$ cat src/logic/qadc_pkg.sv
// shared constants, field layouts and carriers of the quad converter map
package qadc_pkg;

	// ==========================================================
	// map layout
	localparam int ADDR_W = 16;
	localparam int NUM_CH = 4;
	localparam logic [15:0] PAGE_RESULT_BASE = 16'h0000;
	localparam logic [15:0] PAGE_CTRL_BASE = 16'h0008;
	localparam logic [15:0] PAGE_ALARM_BASE = 16'h0010;
	localparam logic [15:0] MAP_END = 16'h0018;

	// ==========================================================
	// reset values
	localparam logic [7:0] CTRL_FIRST_RESET = 8'h08;
	localparam logic [7:0] CTRL_SECOND_RESET = 8'h8c;
	localparam logic [7:0] LOW_THR_RESET = 8'h00;
	localparam logic [7:0] HIGH_THR_RESET = 8'hff;
	localparam logic [15:0] RESULT_RESET = 16'h0000;

	// ==========================================================
	// field positions
	localparam int OE_POS = 7;
	localparam int OC_POS = 6;
	localparam int RES_LSB = 0;
	localparam int POR_POS = 7;
	localparam int AFH_POS = 5;
	localparam int AFL_POS = 4;
	localparam int AEH_POS = 3;
	localparam int AEL_POS = 2;
	localparam int IR_POS = 0;

	// ==========================================================
	// identity code
	localparam int ROM_BITS = 64;
	localparam int SERIAL_BITS = 48;
	localparam int CRC_INPUT_BITS = 56;
	// x^8+x^5+x^4+1, reflected for lsb-first shifting
	localparam logic [7:0] CRC_POLY_REFL = 8'h8c;
	localparam int CRC_SETTLE_MAX = 60;

	// ==========================================================
	// carriers
	typedef struct packed {
		logic output_enable;
		logic drain_output_level;
		logic [3:0] resolution;
	} qadc_ctrl_t;

	typedef struct packed {
		logic high_alarm_flag;
		logic low_alarm_flag;
		logic high_alarm_search_enable;
		logic low_alarm_search_enable;
		logic full_scale_select;
	} qadc_stat_t;

	typedef struct packed {
		logic valid;
		logic [1:0] channel;
		logic [15:0] value;
	} qadc_conv_t;

	typedef struct packed {
		logic wr;
		logic rd;
		logic [15:0] addr;
		logic [7:0] data;
	} qadc_mem_req_t;

	typedef enum logic [1:0] {
		CRC_RUN = 2'b01,
		CRC_DONE = 2'b10
	} qadc_crc_state_t;

	function automatic qadc_ctrl_t qadc_ctrl_unpack(input logic [7:0] b);
		qadc_ctrl_t c;
		c.output_enable = b[OE_POS];
		c.drain_output_level = b[OC_POS];
		c.resolution = b[RES_LSB+:4];
		return c;
	endfunction

	function automatic qadc_stat_t qadc_stat_unpack(input logic [7:0] b);
		qadc_stat_t s;
		s.high_alarm_flag = b[AFH_POS];
		s.low_alarm_flag = b[AFL_POS];
		s.high_alarm_search_enable = b[AEH_POS];
		s.low_alarm_search_enable = b[AEL_POS];
		s.full_scale_select = b[IR_POS];
		return s;
	endfunction

	// kept bits of a result for a resolution code, 0 meaning all 16
	function automatic logic [15:0] qadc_res_mask(input logic [3:0] r);
		logic [15:0] m;
		m = (r == 4'h0) ? 16'hffff : ~(16'hffff >> r);
		return m;
	endfunction

endpackage

$ cat src/logic/qadc_register_map.sv
// register bank, identity code and mode logic of the quad converter
`timescale 1ns/1ps

// Operation
// - identity is family byte, 48-bit serial, then CRC over first 56 bits
// - CRC x^8+x^5+x^4+1, zero start, family lsb shifted in first
// - every byte on the line travels least significant bit first
// - fast selection byte received at standard speed switches to fast mode
// - registers fill 24 consecutive bytes as three 8-byte pages
// - page zero holds 16-bit results, channel A lowest, low byte first
// - all result bytes are zero after power-on
// - result msb fixed; unused low result bits read zero
// - four-bit resolution code gives bit count, zero meaning sixteen
// - unused control and status bits read zero and ignore ones
// - output enable low means analog input; else level 0 drives drain
// - enabling the drain output never blocks conversions
// - full-scale select bit picks 2.55V or 5.10V full scale
// - alarm enables make alarms answer conditional search
// - alarm flags follow latest conversion; master may clear them
// - power-on sets the power flag; while set, always answer search
// - writing 1 to the power flag joins search, starts no reset
// - power flag is one device bit, last second-byte write wins
// - control bytes reset to 08h and 8Ch
// - 8-bit thresholds compared with top eight result bits
// - low threshold resets to 00h, high threshold to FFh
module qadc_register_map #(
	parameter logic [7:0] FAMILY_CODE = 8'h5a, // arbitrary value
	parameter logic [47:0] SERIAL_NUMBER = 48'h0123_4567_89ab, // arbitrary
	parameter logic [7:0] FAST_SKIP_CMD = 8'h3c,
	parameter logic [7:0] FAST_MATCH_CMD = 8'h69
) (
	input wire logic clock,
	input wire logic rst,
	input wire qadc_pkg::qadc_mem_req_t mem_req,
	output logic [7:0] rd_data,
	input wire qadc_pkg::qadc_conv_t conv,
	input wire logic cmd_done,
	input wire logic [7:0] cmd_byte,
	input wire logic [5:0] rom_index,
	output logic rom_bit,
	output logic rom_ready,
	output logic fast_mode,
	output logic [3:0] drain_out,
	output logic [3:0] drain_oe,
	output logic [3:0] full_scale_select,
	output logic cond_search_respond
);

	// ==========================================================
	// storage
	logic [15:0] result_reg [4];
	qadc_pkg::qadc_ctrl_t ctrl_reg [4];
	qadc_pkg::qadc_stat_t stat_reg [4];
	logic [7:0] low_thr_reg [4];
	logic [7:0] high_thr_reg [4];
	logic por_reg;
	logic [7:0] rd_data_reg;
	logic rom_bit_reg;
	logic fast_mode_reg;
	logic [3:0] drain_oe_reg;
	logic [3:0] drain_out_reg;
	logic [3:0] full_scale_reg;
	logic cond_search_reg;

	// ==========================================================
	// address decode
	logic [4:0] byte_idx;
	logic [1:0] wr_ch;
	logic wr_first;
	logic wr_second;
	logic wr_low_thr;
	logic wr_high_thr;
	logic [15:0] conv_mask;
	logic [15:0] conv_masked;
	logic [7:0] thr_mask;
	logic conv_high;
	logic conv_low;

	assign byte_idx = mem_req.addr[4:0];
	assign wr_ch = mem_req.addr[2:1];
	assign wr_first = mem_req.wr && mem_req.addr >= qadc_pkg::PAGE_CTRL_BASE
		&& mem_req.addr < qadc_pkg::PAGE_ALARM_BASE && !mem_req.addr[0];
	assign wr_second = mem_req.wr && mem_req.addr >= qadc_pkg::PAGE_CTRL_BASE
		&& mem_req.addr < qadc_pkg::PAGE_ALARM_BASE && mem_req.addr[0];
	assign wr_low_thr = mem_req.wr && mem_req.addr >= qadc_pkg::PAGE_ALARM_BASE
		&& mem_req.addr < qadc_pkg::MAP_END && !mem_req.addr[0];
	assign wr_high_thr = mem_req.wr
		&& mem_req.addr >= qadc_pkg::PAGE_ALARM_BASE
		&& mem_req.addr < qadc_pkg::MAP_END && mem_req.addr[0];

	// ==========================================================
	// conversion path
	// conversions run regardless of the drain output
	assign conv_mask = qadc_pkg::qadc_res_mask(ctrl_reg[conv.channel].resolution);
	assign conv_masked = conv.value & conv_mask;
	// thresholds lose the bits below the resolution too
	assign thr_mask = conv_mask[15:8];
	assign conv_high = conv_masked[15:8] > (high_thr_reg[conv.channel] & thr_mask);
	assign conv_low = conv_masked[15:8] < (low_thr_reg[conv.channel] & thr_mask);

	always_ff @(posedge clock) begin
		if (rst) begin
			for (int i = 0; i < 4; i++) begin
				result_reg[i] <= qadc_pkg::RESULT_RESET;
			end
		end else if (conv.valid) begin
			result_reg[conv.channel] <= conv_masked;
		end
	end

	// ==========================================================
	// control bytes
	always_ff @(posedge clock) begin
		if (rst) begin
			for (int i = 0; i < 4; i++) begin
				ctrl_reg[i] <= qadc_pkg::qadc_ctrl_unpack(qadc_pkg::CTRL_FIRST_RESET);
			end
		end else if (wr_first) begin
			// fixed-zero bits are not stored at all
			ctrl_reg[wr_ch] <= qadc_pkg::qadc_ctrl_unpack(mem_req.data);
		end
	end

	always_ff @(posedge clock) begin
		if (rst) begin
			for (int i = 0; i < 4; i++) begin
				stat_reg[i] <= qadc_pkg::qadc_stat_unpack(qadc_pkg::CTRL_SECOND_RESET);
			end
		end else begin
			if (wr_second) begin
				stat_reg[wr_ch].full_scale_select <=
					mem_req.data[qadc_pkg::IR_POS];
				stat_reg[wr_ch].low_alarm_search_enable <=
					mem_req.data[qadc_pkg::AEL_POS];
				stat_reg[wr_ch].high_alarm_search_enable <=
					mem_req.data[qadc_pkg::AEH_POS];
				// a one leaves the flag, a zero clears it
				stat_reg[wr_ch].low_alarm_flag <= stat_reg[wr_ch].low_alarm_flag
					& mem_req.data[qadc_pkg::AFL_POS];
				stat_reg[wr_ch].high_alarm_flag <= stat_reg[wr_ch].high_alarm_flag
					& mem_req.data[qadc_pkg::AFH_POS];
			end
			// placed last so a conversion beats a same-cycle clear
			if (conv.valid) begin
				stat_reg[conv.channel].high_alarm_flag <= conv_high;
				stat_reg[conv.channel].low_alarm_flag <= conv_low;
			end
		end
	end

	// one bit for the whole device, any channel's second byte writes it
	always_ff @(posedge clock) begin
		if (rst) begin
			por_reg <= qadc_pkg::CTRL_SECOND_RESET[qadc_pkg::POR_POS];
		end else if (wr_second) begin
			// a written one only flags, it starts nothing
			por_reg <= mem_req.data[qadc_pkg::POR_POS];
		end
	end

	always_ff @(posedge clock) begin
		if (rst) begin
			for (int i = 0; i < 4; i++) begin
				low_thr_reg[i] <= qadc_pkg::LOW_THR_RESET;
				high_thr_reg[i] <= qadc_pkg::HIGH_THR_RESET;
			end
		end else begin
			if (wr_low_thr) begin
				low_thr_reg[wr_ch] <= mem_req.data;
			end
			if (wr_high_thr) begin
				high_thr_reg[wr_ch] <= mem_req.data;
			end
		end
	end

	// ==========================================================
	// read port
	always_ff @(posedge clock) begin
		if (rst) begin
			rd_data_reg <= 8'h00;
		end else if (mem_req.rd) begin
			rd_data_reg <= 8'h00;
			if (mem_req.addr < qadc_pkg::PAGE_CTRL_BASE) begin
				rd_data_reg <= byte_idx[0] ? result_reg[byte_idx[2:1]][15:8]
					: result_reg[byte_idx[2:1]][7:0];
			end else if (mem_req.addr < qadc_pkg::PAGE_ALARM_BASE) begin
				if (!byte_idx[0]) begin
					rd_data_reg <= {ctrl_reg[byte_idx[2:1]].output_enable,
						ctrl_reg[byte_idx[2:1]].drain_output_level, 2'b00,
						ctrl_reg[byte_idx[2:1]].resolution};
				end else begin
					rd_data_reg <= {por_reg, 1'b0,
						stat_reg[byte_idx[2:1]].high_alarm_flag,
						stat_reg[byte_idx[2:1]].low_alarm_flag,
						stat_reg[byte_idx[2:1]].high_alarm_search_enable,
						stat_reg[byte_idx[2:1]].low_alarm_search_enable, 1'b0,
						stat_reg[byte_idx[2:1]].full_scale_select};
				end
			end else if (mem_req.addr < qadc_pkg::MAP_END) begin
				rd_data_reg <= byte_idx[0] ? high_thr_reg[byte_idx[2:1]]
					: low_thr_reg[byte_idx[2:1]];
			end
		end
	end

	// ==========================================================
	// channel outputs and search answer
	logic [3:0] alarm_hit;

	always_comb begin
		for (int i = 0; i < 4; i++) begin
			alarm_hit[i] = (stat_reg[i].high_alarm_flag
				&& stat_reg[i].high_alarm_search_enable)
				|| (stat_reg[i].low_alarm_flag
				&& stat_reg[i].low_alarm_search_enable);
		end
	end

	always_ff @(posedge clock) begin
		if (rst) begin
			drain_oe_reg <= 4'h0;
			drain_out_reg <= 4'h0;
			full_scale_reg <= 4'h0;
		end else begin
			drain_out_reg <= 4'h0;
			for (int i = 0; i < 4; i++) begin
				drain_oe_reg[i] <= ctrl_reg[i].output_enable
					&& !ctrl_reg[i].drain_output_level;
				full_scale_reg[i] <= stat_reg[i].full_scale_select;
			end
		end
	end

	always_ff @(posedge clock) begin
		if (rst) begin
			cond_search_reg <= 1'b0;
		end else begin
			cond_search_reg <= por_reg || (|alarm_hit);
		end
	end

	// ==========================================================
	// identity code and its CRC
	// crc is worked out serially after reset, so no table sits in logic
	qadc_pkg::qadc_crc_state_t crc_state_reg;
	logic [7:0] crc_reg;
	logic [5:0] crc_idx_reg;
	logic [55:0] id_body;
	logic crc_fb;
	logic [63:0] rom_word;

	assign id_body = {SERIAL_NUMBER, FAMILY_CODE};
	assign crc_fb = crc_reg[0] ^ id_body[crc_idx_reg];
	assign rom_word = {crc_reg, id_body};

	always_ff @(posedge clock) begin
		if (rst) begin
			crc_state_reg <= qadc_pkg::CRC_RUN;
			crc_reg <= 8'h00;
			crc_idx_reg <= 6'h00;
		end else begin
			case (crc_state_reg)
				qadc_pkg::CRC_RUN: begin
					crc_reg <= (crc_reg >> 1)
						^ (crc_fb ? qadc_pkg::CRC_POLY_REFL : 8'h00);
					crc_idx_reg <= crc_idx_reg + 6'h01;
					if (crc_idx_reg == 6'(qadc_pkg::CRC_INPUT_BITS - 1)) begin
						crc_state_reg <= qadc_pkg::CRC_DONE;
					end
				end
				qadc_pkg::CRC_DONE: begin
					crc_state_reg <= qadc_pkg::CRC_DONE;
				end
				default: begin
					crc_state_reg <= qadc_pkg::CRC_RUN;
				end
			endcase
		end
	end

	// index 0 is the family lsb, the first bit on the line
	always_ff @(posedge clock) begin
		if (rst) begin
			rom_bit_reg <= 1'b0;
		end else begin
			rom_bit_reg <= rom_word[rom_index];
		end
	end

	// ==========================================================
	// speed mode
	always_ff @(posedge clock) begin
		if (rst) begin
			fast_mode_reg <= 1'b0;
		end else if (cmd_done && !fast_mode_reg && (cmd_byte == FAST_SKIP_CMD
			|| cmd_byte == FAST_MATCH_CMD)) begin
			fast_mode_reg <= 1'b1;
		end
	end

	assign rd_data = rd_data_reg;
	assign rom_bit = rom_bit_reg;
	assign rom_ready = (crc_state_reg == qadc_pkg::CRC_DONE);
	assign fast_mode = fast_mode_reg;
	assign drain_out = drain_out_reg;
	assign drain_oe = drain_oe_reg;
	assign full_scale_select = full_scale_reg;
	assign cond_search_respond = cond_search_reg;

	// ==========================================================
	// assertions
	property p_result_reset;
		@(posedge clock) rst |=> result_reg[0] == 16'h0000
			&& result_reg[3] == 16'h0000;
	endproperty
	a_result_reset: assert property (p_result_reset)
		else $error("result not cleared by reset");

	property p_result_mask;
		@(posedge clock) disable iff (rst)
		conv.valid && conv.channel == 2'd0 |=> (result_reg[0]
			& ~qadc_pkg::qadc_res_mask(ctrl_reg[0].resolution)) == 16'h0000;
	endproperty
	a_result_mask: assert property (p_result_mask)
		else $error("unused result bits not zero");

	property p_fixed_zero;
		@(posedge clock) disable iff (rst)
		mem_req.rd && mem_req.addr == 16'h0009 |=> rd_data[6] == 1'b0
			&& rd_data[1] == 1'b0 && rd_data[7] == $past(por_reg);
	endproperty
	a_fixed_zero: assert property (p_fixed_zero)
		else $error("fixed zero bit read as one");

	property p_drain;
		@(posedge clock) disable iff (rst)
		wr_first && wr_ch == 2'd1 ##1 !wr_first [*1] |=>
			drain_oe[1] == ($past(mem_req.data[7], 2) && !$past(mem_req.data[6], 2));
	endproperty
	a_drain: assert property (p_drain)
		else $error("drain enable does not follow control");

	property p_por_write;
		@(posedge clock) disable iff (rst)
		wr_second |=> por_reg == $past(mem_req.data[7]);
	endproperty
	a_por_write: assert property (p_por_write)
		else $error("power flag missed last write");

	property p_cond_por;
		@(posedge clock) disable iff (rst)
		por_reg |=> cond_search_respond;
	endproperty
	a_cond_por: assert property (p_cond_por)
		else $error("power flag not answering search");

	property p_fast;
		@(posedge clock) disable iff (rst)
		cmd_done && cmd_byte == FAST_SKIP_CMD |=> fast_mode [*3];
	endproperty
	a_fast: assert property (p_fast)
		else $error("fast mode not entered");

	property p_crc_done;
		@(posedge clock) disable iff (rst)
		$fell(rst) |-> ##[55:57] rom_ready;
	endproperty
	a_crc_done: assert property (p_crc_done)
		else $error("identity crc not ready in time");

	property p_rom_lsb;
		@(posedge clock) disable iff (rst)
		rom_index == 6'd0 |=> rom_bit == FAMILY_CODE[0];
	endproperty
	a_rom_lsb: assert property (p_rom_lsb)
		else $error("identity not lsb first");

	property p_flag_wins;
		@(posedge clock) disable iff (rst)
		conv.valid && conv.channel == 2'd0 && conv_high
			&& wr_second && wr_ch == 2'd0 |=> stat_reg[0].high_alarm_flag;
	endproperty
	a_flag_wins: assert property (p_flag_wins)
		else $error("alarm lost to clear");

	property p_thr_reset;
		@(posedge clock) rst |=> low_thr_reg[2] == 8'h00
			&& high_thr_reg[2] == 8'hff;
	endproperty
	a_thr_reset: assert property (p_thr_reset)
		else $error("threshold reset wrong");

endmodule

$ cat config.mk
export PLATFORM = sky130hd
export DESIGN_NAME = qadc_register_map
export DESIGN_NICKNAME = d
export VERILOG_FILES = /design/src/logic/qadc_pkg.sv /design/src/logic/qadc_register_map.sv
export SDC_FILE = /design/constraint.sdc
export NUM_CORES = 1
export LEC_CHECK = 0
export ABC_AREA = 1
export ABC_CLOCK_PERIOD_IN_PS = 6550
export BUFFER_PORTS_ARGS = -buffer_cell sky130_fd_sc_hd__buf_2
export CAP_MARGIN = 40
export CORE_MARGIN = 2
export CORE_UTILIZATION = 40
export DETAILED_ROUTE_END_ITERATION = 6
export GPL_ROUTABILITY_DRIVEN = 0
export PLACE_DENSITY = 0.69
export SETUP_SLACK_MARGIN = 0.5
export SKIP_CTS_REPAIR_TIMING = 1
export SYNTH_ARGS = -nofsm -noshare
export SYNTH_HDL_FRONTEND = slang
export SYNTH_SLANG_ARGS = --single-unit
$ cat constraint.sdc
create_clock -name clock -period 6.55 [get_ports clock]
set_clock_uncertainty 0.1 [all_clocks]
set_input_delay 1.6375 -clock clock [delete_from_list [all_inputs] [get_ports clock]]
set_output_delay 1.6375 -clock clock [all_outputs]
set_load 0.02 [all_outputs]
# Word-level counts from Yosys, hierarchy flattened
# Memory sizes are Yosys's and may differ from the RTL's. A register that Yosys moved wholly into a read port is not among the register bits.
# Cells that the tools add are included.
dict set report word_totals {
  word_cells 133
  mem_bits_rw 172
  mem_bits_ro 64
  input_bits 62
  output_inout_bits 24
  mem_count 6
  regBits 36
}
dict set report classes {
  n_mux 50
  n_reduce_logical 42
  shift 1
  n_bitwise 8
  n_lt_le_gt_ge 9
  addsub 1
  eq_ne 6
}
# name depth width rd rd_ports_with_merged_regs wr line
set mem_list {}
lappend mem_list {{(no name shown)} 64 1 1 1 0 qadc_register_map.sv:254} ;# assign crc_fb = crc_reg[0] ^ id_body[crc_idx_reg];
lappend mem_list {result_reg 4 16 1 0 4 qadc_register_map.sv:51} ;# logic [15:0] result_reg [4];
lappend mem_list {high_thr_reg 4 8 2 0 4 qadc_register_map.sv:55} ;# logic [7:0] high_thr_reg [4];
lappend mem_list {low_thr_reg 4 8 2 0 4 qadc_register_map.sv:54} ;# logic [7:0] low_thr_reg [4];
lappend mem_list {ctrl_reg 4 6 6 0 4 qadc_register_map.sv:52} ;# qadc_pkg::qadc_ctrl_t ctrl_reg [4];
lappend mem_list {stat_reg 4 5 5 0 4 qadc_register_map.sv:53} ;# qadc_pkg::qadc_stat_t stat_reg [4];
# operator count
set ops {}
lappend ops {{$mux W8} 9}
lappend ops {{$lt A16 B5 Y1 const B} 2}
lappend ops {{$mux W16} 2}
lappend ops {{$mux W1} 24}
lappend ops {{$logic_and A1 B1 Y1} 22}
lappend ops {{$mux W6} 3}
lappend ops {{$and A16 B16 Y16} 1}
lappend ops {{$and A8 B8 Y8} 2}
lappend ops {{$ge A16 B4 Y1 const B} 1}
lappend ops {{$ge A16 B5 Y1 const B} 1}
lappend ops {{$lt A16 B4 Y1 const B} 1}
lappend ops {{$mux W2} 8}
lappend ops {{$not A16 Y16} 1}
lappend ops {{$reduce_or A16 Y1} 1}
lappend ops {{$reduce_or A8 Y1} 2}
lappend ops {{$shr A16 B4 Y16 const A} 1}
lappend ops {{$lt A6 B7 Y1 const B} 2}
lappend ops {{$mux W5} 2}
lappend ops {{$reduce_or A5 Y1} 2}
lappend ops {{$eq A8 B6 Y1 const B} 1}
lappend ops {{$eq A8 B7 Y1 const B} 1}
lappend ops {{$gt A8 B8 Y1} 1}
lappend ops {{$lt A8 B8 Y1} 1}
lappend ops {{$xor A7 B8 Y8} 1}
lappend ops {{other kinds (14)} 25}

# Logic depth before layout (Yosys ltp)
# Gate-level depths: netlist (run 1).
dict set report logic_depth {
  ltp_word 9
  mapped_depth 18
  mapped_depth_nobuf 18
}

# Worst setup path after synthesis (run 1)
# No wires, ideal clock.
dict set report synth_timing {
  path_kind {input to register}
  from {input conv[16] (netlist bit)}
  to {memory stat_reg[1][3] (netlist bit), data pin}
  slack_ns 2.644
  arrival_time_ns 3.675
  setup_time_ns 0.132
  n_path_buf 1
  path_stages 15
  t_required_ns 6.318
  cell_sequence {buf_6 > nand3_1 > nand2_2 > nor2_4 > inv_1 > nor3_4 > nand2_2 > nand2_2 > inv_1 > ha_1 > a21oi_1 > nor2_1 > a211oi_1 > nand3_1 > nand2_1}
}
# element line
set synth_lines {}
lappend synth_lines {{start: declaration} qadc_register_map.sv:36} ;# input wire qadc_pkg::qadc_conv_t conv,
lappend synth_lines {{end: declaration} qadc_register_map.sv:53}

==> impl_metrics.json, run 1 <==
{
  "outcome": "complete, no violations",
  "pwr-share-clk_pct": 35.0,
  "diodes": 0,
  "rr_worst_depth": 14,
  "drv_slew": 0,
  "syn_area_per_cell_um2": 9.037,
  "r2r_slack_ns": 3.44,
  "cts_tree": "built",
  "cts_sinks": 209,
  "die_x_um": 168.7,
  "drv_cap": 0,
  "ys_types": 53,
  "start_util_pct": 40.46,
  "ys_ff_latch": 209,
  "grt_max_degree": 43,
  "core_mm2": 0.02680,
  "setup_slack_ns": 2.356,
  "setup_viol": 0,
  "power_mw": 3.354,
  "slew_headroom_pct": 43.52,
  "crit_path_end_kind": "flop",
  "final_common_cell": "nand2_1",
  "routed_wl_um": 31170,
  "cp.required_ns": 6.83,
  "synth_flop_cell": "edfxtp_1",
  "synth_top_area_cell": "edfxtp_1",
  "finalNonFillerCells": 1630,
  "global_route.usage.met2_pct": 36.43,
  "wl_per_cell_um": 19.12,
  "root_buffer": "clkbuf_16",
  "cts_made_buffers": 23,
  "dp_slack_ns": 1.922,
  "drive_gt1_share_pct": 14.97,
  "syn_area_mm2": 0.01084,
  "grt-ovfl-total": 0,
  "vias": 9080,
  "synth_top_area_share_pct": 47.63,
  "die_area_mm2": 0.02844,
  "crit_start": "conv[17]",
  "hold_class": "flop to flop",
  "path_clk_slew_ns": 0.06,
  "slowest_stage": "a211oi_1",
  "seqPwrFrac_pct": 47.2,
  "cp-start-kind": "input pin",
  "crit_path_cell_trace": "buf_2 -> nor2_2 -> nand2_1 -> nand2_2 -> nor2_4 -> nand2_1 -> inv_1 -> nor3_4 -> nand2_2 -> nand2_2 -> inv_1 -> ha_1 -> a21oi_1 -> nor2_1 -> a211oi_1 -> nand3_1 -> nand2_1",
  "power.switching_mw": 0.9577,
  "comb_power_share_pct": 17.8,
  "largest_reg_flops": 64,
  "drc": 0,
  "rows": 60,
  "fin_setup_tns_ns": 0,
  "hold-path-endpoint": "fast_mode$_SDFFE_PP0P_",
  "clk_latency_ns": 0.52,
  "finalCritPeriodShare_pct": 64.04,
  "final_cell_mix": "nand2_1 (232), edfxtp_1 (172), nor2_1 (165)",
  "power-per-cell-area_mw_per_mm2": 273.4,
  "critPathArrivalTime_ns": 4.47,
  "worst-setup-path-type": "input pin to flop",
  "ys_seq_area_share_pct": 54.46,
  "r2r-end": "stat_reg[2][3]$_DFFE_PP_",
  "ys_async_sr_fraction_pct": 0,
  "crit_family": "simple AND/OR/NAND/NOR gates",
  "ys_warn_count": 0,
  "dp_hpwl_um": 21830,
  "busiest_layer": "met2",
  "worst_pin_slew_ns": 0.8452,
  "io_buffers": 81,
  "ios": 86,
  "hold_viol": 0,
  "drtIter0Drc": 981,
  "grt_pass1_wl_um": 47960,
  "critPathBufInv": 3,
  "track_usage_pct": 21.62,
  "grtUsageMet3_pct": 3.437,
  "max_stage_delay_ns": 0.48,
  "clk_path_buf_depth": 3,
  "fin_nets": 1367,
  "syn_inst": 1200,
  "period_needed_ns": 4.194,
  "dieHeight_um": 168.7,
  "area_growth_pct": 13.13,
  "reg2reg_from": "ctrl_reg[1][2]$_SDFFCE_PN0P_",
  "grt_pass1_vias": 8822,
  "first_pass_iters": 6,
  "leakage_nw": 4.967,
  "dp_cells": 1591,
  "min_from": "fast_mode$_SDFFE_PP0P_",
  "crit_path_max_fanout": 13,
  "viasPerCell": 5.571,
  "antenna_found_initial": 0,
  "ys_top_cells_by_area": "edfxtp_1 (48%), nand2_1 (8.0%), dfxtp_1 (6.8%), nor2_1 (5.7%), nand3_1 (3.7%)",
  "htree_levels": 1,
  "rsz0062_at_grt": "false",
  "min_path_cells": 2,
  "intPower_mw": 2.396,
  "clock.fmax_mhz": 238.4,
  "synth_edf_count": 172,
  "ant_nets": 0,
  "p_sw_share_pct": 28.55,
  "peakVddDrop_mv": 0.1562,
  "use_met1_pct": 28.34
}
-- cell type report --
type                    instances  area, um^2
multi-input cells             814        4218
clock buffers                  33       633.1
repair buffers                105       595.6
well taps                     341       426.7
fillers                      2525       14530
clock inverters                 6       28.78
inverters                     122       460.4
flip-flops and latches        209        5906
-- worst max path at each step --
stage / to / cells past startpoint
2_1_floorplan: stat_reg[1][3]$_DFFE_PP_ / 15
3_3_place_gp: low_thr_reg[0][1]$_SDFFCE_PN0P_ / 5
3_5_place_dp: stat_reg[2][3]$_DFFE_PP_ / 17
4_1_cts: stat_reg[2][3]$_DFFE_PP_ / 17
5_1_grt: stat_reg[2][3]$_DFFE_PP_ / 17
6_report: stat_reg[2][3]$_DFFE_PP_ / 17
-- per-stage QoR --
| step | area [um^2] | utilization, % | hold WS (ns) |
|---|---|---|---|
| after floorplan | 10860 | - | 0.3158 |
| after global placement | 11540 | 43.07 | 0.3358 |
| after detailed placement | 11610 | 43.31 | 0.3445 |
| after CTS | 12270 | 45.78 | 0.3541 |
| after global routing | 12270 | 45.78 | 0.3666 |
| final | 12270 | 45.78 | 0.3523 |
-- kinds of logic after synthesis --
kind of cell	synth area share (%)
xor+xnor	0.2423
flops	54.46
simple gates	22.94
compound gates	12.05
other cells	0.03458
fa+ha+maj	3.461
buf+inv	6.819
-- synth_stat cells, drive strengths merged (3+ instances only) --
| cell | number |
|---|---|
| nand2 | 243 |
| nor2 | 180 |
| edfxtp | 172 |
| inv | 119 |
| nand3 | 83 |
| o21ai | 77 |
| o22ai | 44 |
| a21oi | 43 |
| dfxtp | 37 |
| buf | 32 |
| ha | 30 |
| clkbuf | 26 |
| a22oi | 21 |
| nand4 | 20 |
| nor3 | 15 |
| or2 | 12 |
| o211ai | 5 |
| a22o | 4 |
| o31ai | 4 |
| and2 | 3 |
| clkinv | 3 |
| o221ai | 3 |
-- power groups by stage --
| stage | registers, mW | clock network, mW | logic, mW |
|---|---|---|---|
| final | 1.58 | 1.17 | 0.597 |
| after global routing | 1.59 | 1.23 | 0.678 |
| after CTS | 1.58 | 1.18 | 0.594 |
| after detailed placement | 1.61 | 0 | 0.589 |
| after global placement | 1.61 | 0 | 0.571 |
| after floorplan | 1.60 | 0 | 0.426 |
-- metal layers --
layer | vias up | wire length (um)
met5 | - | 0
li1 | 4280 | -
met1 | 4258 | 12470
met2 | 457 | 14900
met3 | 85 | 2750
met4 | 0 | 1045
-- worst reg2reg max path: cells and delay by family, from the launching register on --
kind | cells | cell delay (ns)
and+or+nand+nor | 9 | 1.31
adders and majority gates | 1 | 0.31
AOI/OAI and AO/OA | 2 | 0.61
DFF | 1 | 0.42
buffers and inverters | 2 | 0.23
Power figures use the tool's default switching activity.
==> run 2: changes to the inputs <==
- ABC_CLOCK_PERIOD_IN_PS: 6550 -> 3830
- PLACE_DENSITY: 0.69 -> 0.71
- clock period: 6.55 -> 3.83 ns (I/O delays scaled with it)
==> run 2 against run 1 <==
  * Clock power up 90%
  * Count of clock-buffer cells in the layout increased by 4
  * Worst hold slack got worse by 0.0046 ns
  * Die area stayed put
  * Highest routed layer unchanged
==> impl_metrics.json, run 2 (synthesis gave the netlist of run 1 again) <==
{
  "outcome": "complete, no violations",
  "comb_power_share_pct": 17.8,
  "whs_ns": 0.3477,
  "min_from": "fast_mode$_SDFFE_PP0P_",
  "worst_pin_slew_ns": 0.8909,
  "intPower_mw": 4.333,
  "p_sw_share_pct": 27.78,
  "final_cell_mix": "nand2_1 (232), edfxtp_1 (172), nor2_1 (164)",
  "finalNonFillerCells": 1655,
  "fin_setup_tns_ns": 0,
  "hold_viol": 0,
  "vias": 9208,
  "cts_sinks": 209,
  "antenna_found_initial": 0,
  "diodes": 0,
  "met1_length_um": 12650,
  "worst-setup-path-type": "input pin to flop",
  "clock.fmax_mhz": 312.7,
  "ant_nets": 0,
  "core_mm2": 0.02680,
  "reg2reg_from": "ctrl_reg[3][3]$_DFFE_PP_",
  "grt_pass1_vias": 8992,
  "critPathArrivalTime_ns": 3.47,
  "pwr-share-clk_pct": 37.1,
  "drv_slew": 0,
  "grt_max_degree": 42,
  "die_x_um": 168.7,
  "clk_latency_ns": 0.52,
  "fin_nets": 1390,
  "htree_levels": 1,
  "drive_gt1_share_pct": 17.05,
  "area_growth_pct": 15.84,
  "ios": 86,
  "crit_path_cell_trace": "clkbuf_4 -> inv_2 -> nor2_2 -> nand2_1 -> nand2_2 -> nor2_4 -> inv_4 -> nor3_4 -> nand2_2 -> nand2_4 -> inv_1 -> ha_1 -> a21oi_1 -> nor2_1 -> a211oi_2 -> buf_4 -> nand3_1 -> nand2_1",
  "routed.top_layer": "met4",
  "leakage_nw": 5.136,
  "grt_pass1_wl_um": 49000,
  "met2_length_um": 14680,
  "path_clk_slew_ns": 0.06,
  "crit_path_max_fanout": 13,
  "final_common_cell": "nand2_1",
  "slowest_stage": "ha_1",
  "seqPwrFrac_pct": 45.2,
  "wl_met3_um": 2948,
  "die_area_mm2": 0.02844,
  "min_path_cells": 2,
  "final_core_util_pct": 46.87,
  "dp_cells": 1611,
  "drv_cap": 0,
  "slew_headroom_pct": 39.98,
  "viasPerCell": 5.564,
  "power.switching_mw": 1.667,
  "first_pass_iters": 6,
  "power-per-cell-area_mw_per_mm2": 477.6,
  "r2r-end": "stat_reg[2][3]$_DFFE_PP_",
  "hold-path-endpoint": "fast_mode$_SDFFE_PP0P_",
  "cts_tree": "built",
  "root_buffer": "clkbuf_16",
  "start_util_pct": 40.46,
  "wl_per_cell_um": 19.29,
  "rsz0062_at_grt": "true",
  "peakVddDrop_mv": 0.2728,
  "dp_hpwl_um": 22620,
  "cp.required_ns": 4.10,
  "max_stage_delay_ns": 0.31,
  "crit_start": "conv[16]",
  "cp-start-kind": "input pin",
  "power_mw": 5.999,
  "largest_reg_flops": 64,
  "drc": 0,
  "period_needed_ns": 3.198,
  "io_buffers": 81,
  "crit_path_end_kind": "flop",
  "rr_worst_depth": 15,
  "setup_viol": 0,
  "r2r_slack_ns": 0.95,
  "hold_class": "flop to flop",
  "routed_wl_um": 31930,
  "rows": 60,
  "clk_path_buf_depth": 3,
  "fill_cells": 2527,
  "grt-ovfl-total": 0,
  "cts_made_buffers": 23,
  "track_usage_pct": 22.32,
  "drtIter0Drc": 1042,
  "dieHeight_um": 168.7,
  "finalCritPeriodShare_pct": 83.51
}
[run 2: per-stage QoR]
step	setup WS, ns	cell area (um^2)
after global routing	0.4381	12560
after detailed placement	0.06878	11740
after global placement	0.1817	11740
after floorplan	0.6035	10860
final	0.6316	12560
after CTS	0.5567	12520
[run 2: metal layers]
metal,GRT usage (%),vias up
met1,28.54,4300
met4,11.66,0
li1,-,4315
met3,3.905,111
met5,0,-
met2,36.46,482
[run 2: how the worst max path moves through the flow]
stage / end / depth (start not counted)
final: stat_reg[2][3]$_DFFE_PP_ / 18
after global routing: stat_reg[2][4]$_DFFE_PP_ / 19
after CTS: stat_reg[2][3]$_DFFE_PP_ / 17
after detailed placement: stat_reg[2][3]$_DFFE_PP_ / 17
after global placement: stat_reg[3][3]$_DFFE_PP_ / 17
after floorplan: stat_reg[1][3]$_DFFE_PP_ / 15
[run 2: power by group through the flow]
stage / logic, mW / registers [mW] / clock network [mW]
final: 1.07 / 2.71 / 2.22
after global routing: 1.20 / 2.73 / 2.33
after CTS: 1.04 / 2.71 / 2.24
after detailed placement: 1.04 / 2.76 / 0
after global placement: 1.01 / 2.75 / 0
after floorplan: 0.729 / 2.74 / 0
[run 2: final cells by class]
| class | count | area, um^2 | share of cell area (%) |
|---|---|---|---|
| inverter | 122 | 460.4 | 3.665 |
| timing repair buffer | 128 | 760.7 | 6.056 |
| clock buffer | 37 | 754.5 | 6.006 |
| tap | 341 | 426.7 | 3.396 |
| sequential | 209 | 5906 | 47.01 |
| clock inverter | 4 | 18.77 | 0.1494 |
| multi-input combinational | 814 | 4235 | 33.72 |
[run 2: worst max-delay path: cells and delay by family]
family          cells  cell delay [ns]
simple gates       10             1.18
fa+ha+maj           1             0.31
buf+inv             5             0.64
compound gates      2             0.35
==> run 3: changes to the inputs <==
- ABC_CLOCK_PERIOD_IN_PS: 3830 -> 2950
- PLACE_DENSITY: 0.71 -> 0.69
- clock period: 3.83 -> 2.95 ns (I/O delays scaled with it)
==> run 3 against run 2 <==
  * First-iteration DRC count is 8.8% lower
  * Final area rose by 5.4%
  * Count of clock-buffer cells in the layout down 8
  * Routed wire length rose by 3.5%
  * Clock power grew 38%
  * Utilization is 2.5 points higher
  * Sequential share of layout area fell by 2.4 points
  * Combinational power is 49% higher
  * Cell count increased by 3.6%
  * Total power increased by 36%
  * Sequential power rose by 30%
  * Critical path type is now flop to flop
  * Critical endpoint is now stat_reg[2][4]$_DFFE_PP_
==> impl_metrics.json, run 3 (synthesis gave the netlist of run 1 again) <==
{
  "outcome": "complete, no violations",
  "setup_slack_ns": 0.1140,
  "peakVddDrop_mv": 0.4025,
  "vias": 9562,
  "p_sw_share_pct": 27.70,
  "first_pass_iters": 5,
  "period_needed_ns": 2.836,
  "routed_wl_um": 33060,
  "cts_sinks": 209,
  "hold_viol": 0,
  "setup_viol": 0,
  "slew_headroom_pct": 65.19,
  "regArea_mm2": 0.005906,
  "crit_path_cell_trace": "nand3_2 -> nand2_2 -> nor2_4 -> inv_2 -> nor3_4 -> nand2_1 -> nand2_2 -> inv_2 -> ha_4 -> nand2_4 -> nor2_4 -> nand3_2 -> nor2_2 -> nor2_1 -> buf_4 -> nand2_2 -> o31ai_2",
  "cp-start-kind": "flop",
  "r2r-end": "stat_reg[2][4]$_DFFE_PP_",
  "core_mm2": 0.02680,
  "worst_pin_slew_ns": 0.5166,
  "area_growth_pct": 22.14,
  "global_route.usage.met2_pct": 38.56,
  "reg2reg_from": "ctrl_reg[3][2]$_DFFE_PP_",
  "rsz0062_at_grt": "true",
  "fin_nets": 1448,
  "rows": 60,
  "wl_per_cell_um": 19.28,
  "track_usage_pct": 22.72,
  "fill_cells": 2463,
  "crit_start": "ctrl_reg[3][2]$_DFFE_PP_",
  "die_area_mm2": 0.02844,
  "ant_nets": 0,
  "use_met1_pct": 28.05,
  "clock.fmax_mhz": 352.6,
  "seqPwrFrac_pct": 43.1,
  "r2r_slack_ns": 0.11,
  "slowest_stage": "edfxtp_1",
  "root_buffer": "clkbuf_16",
  "fin_area_mm2": 0.01325,
  "placed_area_mm2": 0.01229,
  "final_common_cell": "nand2_1",
  "min_path_cells": 2,
  "viasPerCell": 5.576,
  "fin_setup_tns_ns": 0,
  "grt_pass1_vias": 9204,
  "path_clk_slew_ns": 0.06,
  "max_stage_delay_ns": 0.42,
  "grt_pass1_wl_um": 49750,
  "cts_tree": "built",
  "worst-setup-path-type": "flop to flop",
  "htree_levels": 1,
  "grt_max_degree": 35,
  "drtIter0Drc": 950,
  "drv_cap": 0,
  "start_util_pct": 40.46,
  "dp_hpwl_um": 23870,
  "drc": 0,
  "cp_common_cell": "nand2_2",
  "busiest_layer": "met2",
  "cp.required_ns": 3.10,
  "final_cell_mix": "nand2_1 (224), edfxtp_1 (172), nor2_1 (163)",
  "antenna_found_initial": 0,
  "largest_reg_flops": 64,
  "intPower_mw": 5.911,
  "io_buffers": 81,
  "clk_latency_ns": 0.51,
  "hold-path-endpoint": "rom_bit$_SDFF_PP0_",
  "rr_worst_depth": 17,
  "clk_path_buf_depth": 3,
  "dieHeight_um": 168.7,
  "dp_slack_ns": -0.4641,
  "drive_gt1_share_pct": 22.20,
  "min_from": "rom_index[5]",
  "leakage_nw": 5.455,
  "power-per-cell-area_mw_per_mm2": 617.2,
  "finalCritPeriodShare_pct": 96.14,
  "pwr-share-clk_pct": 37.5,
  "multiInputGateArea_mm2": 0.004364,
  "drv_slew": 0,
  "crit_path_max_fanout": 5,
  "power.switching_mw": 2.264,
  "crit_path_end_kind": "flop",
  "comb_power_share_pct": 19.5,
  "die_x_um": 168.7,
  "critPathArrivalTime_ns": 2.99,
  "final_core_util_pct": 49.42,
  "cts_made_buffers": 24,
  "ios": 86,
  "hold_class": "input pin to flop",
  "diodes": 0,
  "grt-ovfl-total": 0,
  "grtUsageMet3_pct": 4.092
}
==> run 3: changes by cell type in the layout (fill, tap and decap cells not counted), sizes merged <==
cell	before	now
buf	126	185
bufinv	0	4
clkbuf	39	29
clkinv	7	13
clkinvlp	0	1
==> run 3: final cells by class <==
class,instances,area share [%]
inverters,122,3.495
multi-input cells,814,32.95
flip-flops and latches,209,44.59
well taps,341,3.221
repair buffers,185,9.579
clock buffers,29,4.837
clock inverters,15,1.332
==> run 3: through the flow <==
stage	hold WS [ns]	total power, mW	cells
6_report	0.3051	8.175	1715
5_1_grt	0.3180	8.501	1715
4_1_cts	0.2922	8.116	1714
3_5_place_dp	0.3302	5.075	1670
3_3_place_gp	0.3341	5.018	1670
2_1_floorplan	0.3158	4.513	1203
==> run 3: how the worst max path moves through the flow <==
stage | end | slack [ns] | cells past startpoint
5_1_grt | stat_reg[2][4]$_DFFE_PP_ | -0.01 | 17
4_1_cts | stat_reg[2][4]$_DFFE_PP_ | 0.06 | 19
6_report | stat_reg[2][4]$_DFFE_PP_ | 0.11 | 17
2_1_floorplan | stat_reg[2][4]$_DFFE_PP_ | 0.04 | 18
3_5_place_dp | stat_reg[2][4]$_DFFE_PP_ | -0.46 | 19
3_3_place_gp | stat_reg[2][4]$_DFFE_PP_ | -0.34 | 19
==> run 3: critical path, delay by kind of cell (launching register included) <==
kind            cells  cell delay (ns)
fa+ha+maj           1             0.27
compound gates      1             0.06
flops               1             0.42
simple gates       12             1.45
buf+inv             3             0.30
==> run 3: power by group through the flow <==
stage          logic [mW]  registers, mW  clock network, mW
6_report             1.59           3.52               3.06
5_1_grt              1.76           3.54               3.20
4_1_cts              1.51           3.52               3.09
3_5_place_dp         1.50           3.58                  0
3_3_place_gp         1.45           3.57                  0
2_1_floorplan       0.959           3.55                  0
==> run 3: per-layer routing <==
| layer | wire, um | vias up | part of all wire [%] |
|---|---|---|---|
| li1 | - | 4440 | - |
| met2 | 15710 | 487 | 48 |
| met4 | 1712 | 0 | 5.2 |
| met3 | 3029 | 114 | 9.2 |
| met1 | 12610 | 4521 | 38 |
| met5 | 0 | - | 0 |
